### config.mk
export PLATFORM = sky130hd
export DESIGN_NAME = rdsw_top
export DESIGN_NICKNAME = d
export VERILOG_FILES = /design/src/rtl/rdsw_top.v /design/src/rtl/rdsw_pos_track.v
export VERILOG_INCLUDE_DIRS = /design/src /design/src/rtl
export SDC_FILE = /design/constraint.sdc
export NUM_CORES = 1
export LEC_CHECK = 0
export BUFFER_PORTS_ARGS = -buffer_cell sky130_fd_sc_hd__buf_2
export CAP_MARGIN = 15
export CORE_UTILIZATION = 36
export DETAILED_ROUTE_END_ITERATION = 8
export GPL_TIMING_DRIVEN = 0
export PLACE_DENSITY = 0.78
export SLEW_MARGIN = 20
export SYNTH_ARGS = -nofsm -noshare
export SYNTH_HDL_FRONTEND = slang
export SYNTH_SLANG_ARGS = --single-unit
export TNS_END_PERCENT = 10
### constraint.sdc
create_clock -name clock -period 1 [get_ports clock]
set_input_delay 0.1 -clock clock [delete_from_list [all_inputs] [get_ports clock]]
set_output_delay 0.1 -clock clock [all_outputs]
set_load 0.005 [all_outputs]
### src/rtl/rdsw_regs.vh
/*
  Constants for the receive descriptor status write-back block:
  word 0 field positions, position codes, event indices and widths.
  Assumes inclusion by bare name from the rdsw design files.

*/
`ifndef RDSW_REGS_VH
`define RDSW_REGS_VH

`define RDSW_VALID_BIT 31
`define RDSW_LIST_END_BIT 30
`define RDSW_POS_HI_BIT 29
`define RDSW_POS_LO_BIT 28
`define RDSW_ERR_SUM_BIT 27
`define RDSW_OVF_BIT 9
`define RDSW_ABORT_BIT 8
`define RDSW_MCAST_BIT 7
`define RDSW_RESID_BIT 4
`define RDSW_LONG_BIT 3
`define RDSW_SHORT_BIT 2
`define RDSW_PHY_BIT 1
`define RDSW_CRC_BIT 0

`define RDSW_POS_MIDDLE 2'h0
`define RDSW_POS_END 2'h1
`define RDSW_POS_START 2'h2
`define RDSW_POS_WHOLE 2'h3

`define RDSW_EVENT_W 6
`define RDSW_EV_CRC 0
`define RDSW_EV_PHY 1
`define RDSW_EV_SHORT 2
`define RDSW_EV_LONG 3
`define RDSW_EV_RESID 4
`define RDSW_EV_MCAST 5
`define RDSW_WORD_W 32
`define RDSW_WORD_ZERO 32'h00000000

`endif

### src/rtl/rdsw_top.v
/*
  Receive descriptor word 0 status write-back generator.
  Collects receive events over a frame and builds the updated
  descriptor word at each buffer-full or frame-end point.
  Assumes events come from logic on the same clock as pulses and
  that the DMA writes wb_word to memory when wb_valid is high.
*/
`timescale 1ns/100ps
`default_nettype none
`include "rdsw_regs.vh"

module rdsw_top (
  input wire clock,
  input wire reset_n,
  input wire [31:0] desc_word_in,
  input wire buf_full,
  input wire frame_end,
  input wire fifo_overflow_flag,
  input wire multicast_frame_flag,
  input wire residual_bit_flag,
  input wire too_long_flag,
  input wire too_short_flag,
  input wire phy_error_flag,
  input wire crc_error_flag,
  input wire mcast_err_mask,
  output reg wb_valid,
  output reg [31:0] wb_word
);

  // Position code for the word now being built, from the tracker
  wire [1:0] pos_code;

  // Write-back point: the buffer filled or the frame ended
  wire point;

  // Frame events: this cycle's pulses, their history, both joined
  wire [`RDSW_EVENT_W-1:0] ev_now;
  wire [`RDSW_EVENT_W-1:0] ev_held;
  wire [`RDSW_EVENT_W-1:0] ev_all;

  // Overflow history; kept apart since it never feeds the abort
  reg ovf_q;
  reg ovf_d;
  wire ovf_all;

  // Word image for a point, and the next values of the outputs
  wire [`RDSW_WORD_W-1:0] word_img;
  reg wb_valid_d;
  reg [`RDSW_WORD_W-1:0] wb_word_d;

  // Loop indices for the event history and the word image
  genvar gi;
  genvar gb;

  // Abort condition: a length, PHY or CRC error in the frame.
  // Residual bits and multicast are left out on purpose, so a
  // ragged tail alone does not flag the frame as aborted.
  function abort_of;
    input [`RDSW_EVENT_W-1:0] ev;
    begin
      abort_of = |ev[`RDSW_EV_LONG:`RDSW_EV_CRC];
    end
  endfunction

  // Error summary: the abort condition, plus multicast when the
  // mask lets it through; overflow alone never raises it
  function sum_of;
    input [`RDSW_EVENT_W-1:0] ev;
    input mask;
    begin
      sum_of = abort_of(ev) | (mask & ev[`RDSW_EV_MCAST]);
    end
  endfunction

  // One bit of the written-back word, chosen by its position.
  // Unnamed positions fall to the default and stay zero, so
  // software never reads back a stale bit it did not write.
  function word_bit;
    input integer idx;
    input [`RDSW_EVENT_W-1:0] ev;
    input ovf;
    input mask;
    input list_end;
    input [1:0] pos;
    begin
      case (idx)
        `RDSW_VALID_BIT: begin
          word_bit = 1'h0;
        end
        `RDSW_LIST_END_BIT: begin
          word_bit = list_end;
        end
        `RDSW_POS_HI_BIT: begin
          word_bit = pos[1];
        end
        `RDSW_POS_LO_BIT: begin
          word_bit = pos[0];
        end
        `RDSW_ERR_SUM_BIT: begin
          word_bit = sum_of(ev, mask);
        end
        `RDSW_OVF_BIT: begin
          word_bit = ovf;
        end
        `RDSW_ABORT_BIT: begin
          word_bit = abort_of(ev);
        end
        `RDSW_MCAST_BIT: begin
          word_bit = ev[`RDSW_EV_MCAST];
        end
        `RDSW_RESID_BIT: begin
          word_bit = ev[`RDSW_EV_RESID];
        end
        `RDSW_LONG_BIT: begin
          word_bit = ev[`RDSW_EV_LONG];
        end
        `RDSW_SHORT_BIT: begin
          word_bit = ev[`RDSW_EV_SHORT];
        end
        `RDSW_PHY_BIT: begin
          word_bit = ev[`RDSW_EV_PHY];
        end
        `RDSW_CRC_BIT: begin
          word_bit = ev[`RDSW_EV_CRC];
        end
        default: begin
          word_bit = 1'h0;
        end
      endcase
    end
  endfunction

  // Event index order must match the event defines in the header
  assign ev_now[`RDSW_EV_CRC] = crc_error_flag;
  assign ev_now[`RDSW_EV_PHY] = phy_error_flag;
  assign ev_now[`RDSW_EV_SHORT] = too_short_flag;
  assign ev_now[`RDSW_EV_LONG] = too_long_flag;
  assign ev_now[`RDSW_EV_RESID] = residual_bit_flag;
  assign ev_now[`RDSW_EV_MCAST] = multicast_frame_flag;

  // A point is any write-back request; the two never coincide
  assign point = buf_full | frame_end;

  // Tracker remembers whether earlier buffers of this frame went out
  rdsw_pos_track u_pos (
    .clock(clock),
    .reset_n(reset_n),
    .buf_full(buf_full),
    .frame_end(frame_end),
    .pos_code(pos_code)
  );

  // One history bit per frame event. Frame end clears it only
  // after the word is built, so a last-cycle event still lands.
  generate
    for (gi = 0; gi < `RDSW_EVENT_W; gi = gi + 1) begin : g_ev
      reg hold_q;
      reg hold_d;

      // Keep, add this cycle's pulse, or drop at frame end
      always @* begin
        hold_d = hold_q | ev_now[gi];
        if (frame_end) begin
          hold_d = 1'h0;
        end
      end

      // History flop of this event
      always @(posedge clock or negedge reset_n) begin
        if (!reset_n) begin
          hold_q <= 1'h0;
        end else begin
          hold_q <= hold_d;
        end
      end

      assign ev_held[gi] = hold_q;
    end
  endgenerate

  // Same-cycle events join the write-back, so none is lost
  assign ev_all = ev_held | ev_now;
  assign ovf_all = ovf_q | fifo_overflow_flag;

  // Overflow history, cleared with the others at frame end
  always @* begin
    ovf_d = ovf_all;
    if (frame_end) begin
      ovf_d = 1'h0;
    end
  end

  // Word image, one bit per position; list end passes through
  generate
    for (gb = 0; gb < `RDSW_WORD_W; gb = gb + 1) begin : g_word
      assign word_img[gb] = word_bit(gb, ev_all, ovf_all,
        mcast_err_mask, desc_word_in[`RDSW_LIST_END_BIT], pos_code);
    end
  endgenerate

  // Valid clear and status go out in one word, never split, so
  // software cannot catch a free descriptor with old status
  always @* begin
    wb_valid_d = point;
    wb_word_d = `RDSW_WORD_ZERO;
    if (point) begin
      wb_word_d = word_img;
    end
  end

  // Registered outputs; the word reads zero between points, which
  // keeps the memory side from latching a half-built value
  always @(posedge clock or negedge reset_n) begin
    if (!reset_n) begin
      ovf_q <= 1'h0;
      wb_valid <= 1'h0;
      wb_word <= `RDSW_WORD_ZERO;
    end else begin
      ovf_q <= ovf_d;
      wb_valid <= wb_valid_d;
      wb_word <= wb_word_d;
    end
  end

endmodule
`default_nettype wire

### src/rtl/rdsw_pos_track.v
/*
  Frame position tracker: remembers whether the next write-back
  belongs to a frame already started, and gives the position code.
  Assumes buf_full and frame_end are one-cycle pulses, never together.
*/
`timescale 1ns/100ps
`default_nettype none
`include "rdsw_regs.vh"

module rdsw_pos_track (
  input wire clock,
  input wire reset_n,
  input wire buf_full,
  input wire frame_end,
  output reg [1:0] pos_code
);

  reg in_frame_q;
  reg in_frame_d;

  // Code chosen from whether earlier buffers of this frame went out
  always @* begin
    in_frame_d = in_frame_q;
    pos_code = `RDSW_POS_WHOLE;
    if (buf_full) begin
      pos_code = in_frame_q ? `RDSW_POS_MIDDLE : `RDSW_POS_START;
      in_frame_d = 1'h1;
    end else if (frame_end) begin
      pos_code = in_frame_q ? `RDSW_POS_END : `RDSW_POS_WHOLE;
      in_frame_d = 1'h0;
    end
  end

  // Frame continuation state
  always @(posedge clock or negedge reset_n) begin
    if (!reset_n) begin
      in_frame_q <= 1'h0;
    end else begin
      in_frame_q <= in_frame_d;
    end
  end

endmodule
`default_nettype wire

==> impl_metrics.csv <==
group,metric,value,unit
sta,period_needed,0.975,ns
sta,fin_crit_sh,0.975,
clock_network,cts_tree,"yes",
finish,area_growth,31.6,%
global_routing,antenna_found_initial,0,
global_routing,grt_max_degree,22,
yosys,syn_inst,77,
floorplan,rows,17,
critical_path,crit_type,"reg2reg",
clock_network,htree_levels,1,
sta,skew,0.00838,ns
clock_network,cts_buffers,3,
critical_path,start_kind,"flop",
yosys,synth_compound_area_frac,0.0276,
outcome,status,"finished clean",
flow_run,cap_violations,0,
yosys,netlist_area,862,sq um
power_and_ir_drop,p_per_area,1360,nW/um^2
critical_path,crit_slowest_cell,"dfrtp_1",
sta,whs,0.00797,ns
place,port_buffers,24,
drt,vias,591,
yosys,yosys_warnings,0,
floorplan,die_area,2590,sq um
global_routing,grt_pass1_wl,1950,microns
global_routing,grt_pass1_vias,501,
worst_hold_path,min_from,"buf_full",
drt,wl,1230,microns
floorplan,die_h,50.9,microns
yosys,synth-seq-cells,21,
sta,rsz0062_at_grt,"false",
sta,finalSetupViolCount,0,
critical_path,critPathMaxFanout,2,
critical_path,worstSetupStartpoint,"g_ev[2].hold_q$_DFF_PN0_",
critical_path,timing.rr.start,"g_ev[2].hold_q$_DFF_PN0_",
floorplan,initial_utilization,0.386,
global_routing,grt.overflow.total,0,
power_and_ir_drop,leakage,0.000620,uW
clock_network,clk_transition_reported_paths,0.11,ns
floorplan,core,2230,sq um
floorplan,io_pins,77,
yosys,synth-xor-area-share,0,
place,gp_congestion,0.650,
drt,drtIter0Drc,5,
critical_path,crit_buf_inv,0,
yosys,synth_top_family_by_area,"buffers and inverters",
yosys,synth-simple-area-share,0.149,
critical_path,critPathMaxStageDelay,0.40,ns
finish,finalNetCount,171,
yosys,syn_area_per_cell,11.2,sq um
power_and_ir_drop,power,1540,uW
critical_path,cp_top_family,"flip-flops",
clock_network,ctsResizeCount,0,
sta,fmax,1030,MHz
drt,ant_nets,0,
critical_path,crit_path_end_kind,"flop",
finish,antenna_cells,0,
place,hpwl,998,microns
power_and_ir_drop,vdd_drop_max,0.531,mV
clock_network,cts_sinks,21,
sta,finalHoldViolCount,0,
worst_hold_path,hp-class,"in2reg",
yosys,synthDistinctLibCells,13,
global_routing,grtUsageTotal,0.0997,
critical_path,crit_arrival,1.14,ns
finish,drive_gt1_frac,0.413,
drt,drcViolationCount,0,
yosys,synth_adder_area_share,0,
clock_network,clk_latency,0.29,ns
drt,routedWlPerCell,7.97,microns
yosys,yosysSeqAreaShare,0.610,
sta,tns,0,ns
yosys,synthMuxAreaShare,0,
critical_path,worstPathRequired,1.17,ns
sta,slew_violations,0,
critical_path,path_cells,"nor4_2 > a31oi_1",
clock_network,cts_max_path_buffers,2,
drt,vias_per_cell,3.84,
drt,drt_pre_antenna_iters,2,
floorplan,die_width,50.9,microns
clock_network,clockRootBuffer,"clkbuf_4",
-- synth_stat cells, drive strengths merged --
library cell | n | area share
nor2b | 1 | 0.0073
a21o | 1 | 0.0087
a31oi | 1 | 0.0073
o21ai | 1 | 0.0058
buf | 22 | 0.20
nor2 | 24 | 0.11
inv | 2 | 0.0087
dfrtp | 21 | 0.61
nor4 | 2 | 0.029
conb | 1 | 0.0043
a21oi | 1 | 0.0058
-- per-stage QoR --
| step | cells | area, sq um | utilization | setup slack (ns) |
|---|---|---|---|---|
| 2_1_floorplan | 96 | 933 | - | 0.128 |
| 3_3_place_gp | 148 | 1090 | 0.487 | 0.0595 |
| 3_5_place_dp | 148 | 1090 | 0.487 | 0.0481 |
| 4_1_cts | 153 | 1120 | 0.504 | 0.0317 |
| 5_1_grt | 154 | 1130 | 0.508 | 0.00238 |
| 6_report | 154 | 1130 | 0.508 | 0.0246 |
-- what timing repair did --
action	in CTS	in global routing
hold buffers	1	1
hold endpoints to repair	21	3
setup buffers	0	0
-- cells by family after synthesis --
logic type	Yosys count
compound gates	4
other cells	1
simple gates	27
flops	21
buf+inv	24
-- layout by cell type, fill, tap and decap left out, drive strengths merged --
cell type	count
dfrtp	21
nor2b	1
o21ai	1
conb	20
inv	2
nor4	2
clkbuf	4
buf	46
dlygate4sd3	2
a31oi	1
nor2	24
a21o	1
a21oi	1
-- where the power goes --
group | internal, uW | leakage [uW] | total [uW] | switching, uW
logic | 126 | 0.000356 | 239 | 112
registers | 907 | 0.000249 | 927 | 19.2
clock network | 155 | 0.0000150 | 373 | 218
total | 1190 | 0.000620 | 1540 | 350
-- registers in the layout (all words and copies together), names as in the netlist --
register	flops
ovf_q	1
g_ev.hold_q	6
wb_word	12
wb_valid	1
u_pos.in_frame_q	1
-- cell type report --
cell class,count,area [sq um]
Buffer,22,173
Multi-Input combinational cell,51,228
Tap cell,28,35.0
Inverter,2,7.51
Timing Repair Buffer,26,140
Sequential cell,21,526
Fill cell,220,1100
Clock buffer,4,26.3
-- final timing paths --
kind	end	slack (ns)	depth (start not counted)
setup / recovery	wb_word[27]$_DFF_PN0_	0.02	2
hold / removal	wb_word[28]$_DFF_PN0_	0.008	2
setup reg to reg	wb_word[27]$_DFF_PN0_	0.02	2
hold reg to reg	wb_word[29]$_DFF_PN0_	0.44	1
max in group asynchronous	ovf_q$_DFF_PN0_	0.42	2
min in group asynchronous	wb_word[27]$_DFF_PN0_	0.27	2
-- routing by layer --
| layer | track usage | routed length [microns] | up-vias |
|---|---|---|---|
| met1 | 0.116 | 529 | 261 |
| met4 | 0.0278 | 0 | 0 |
| li1 | - | - | 296 |
| met2 | 0.175 | 588 | 34 |
| met5 | 0 | 0 | - |
| met3 | 0.0298 | 110 | 0 |
(Power assumes the default switching activity.)
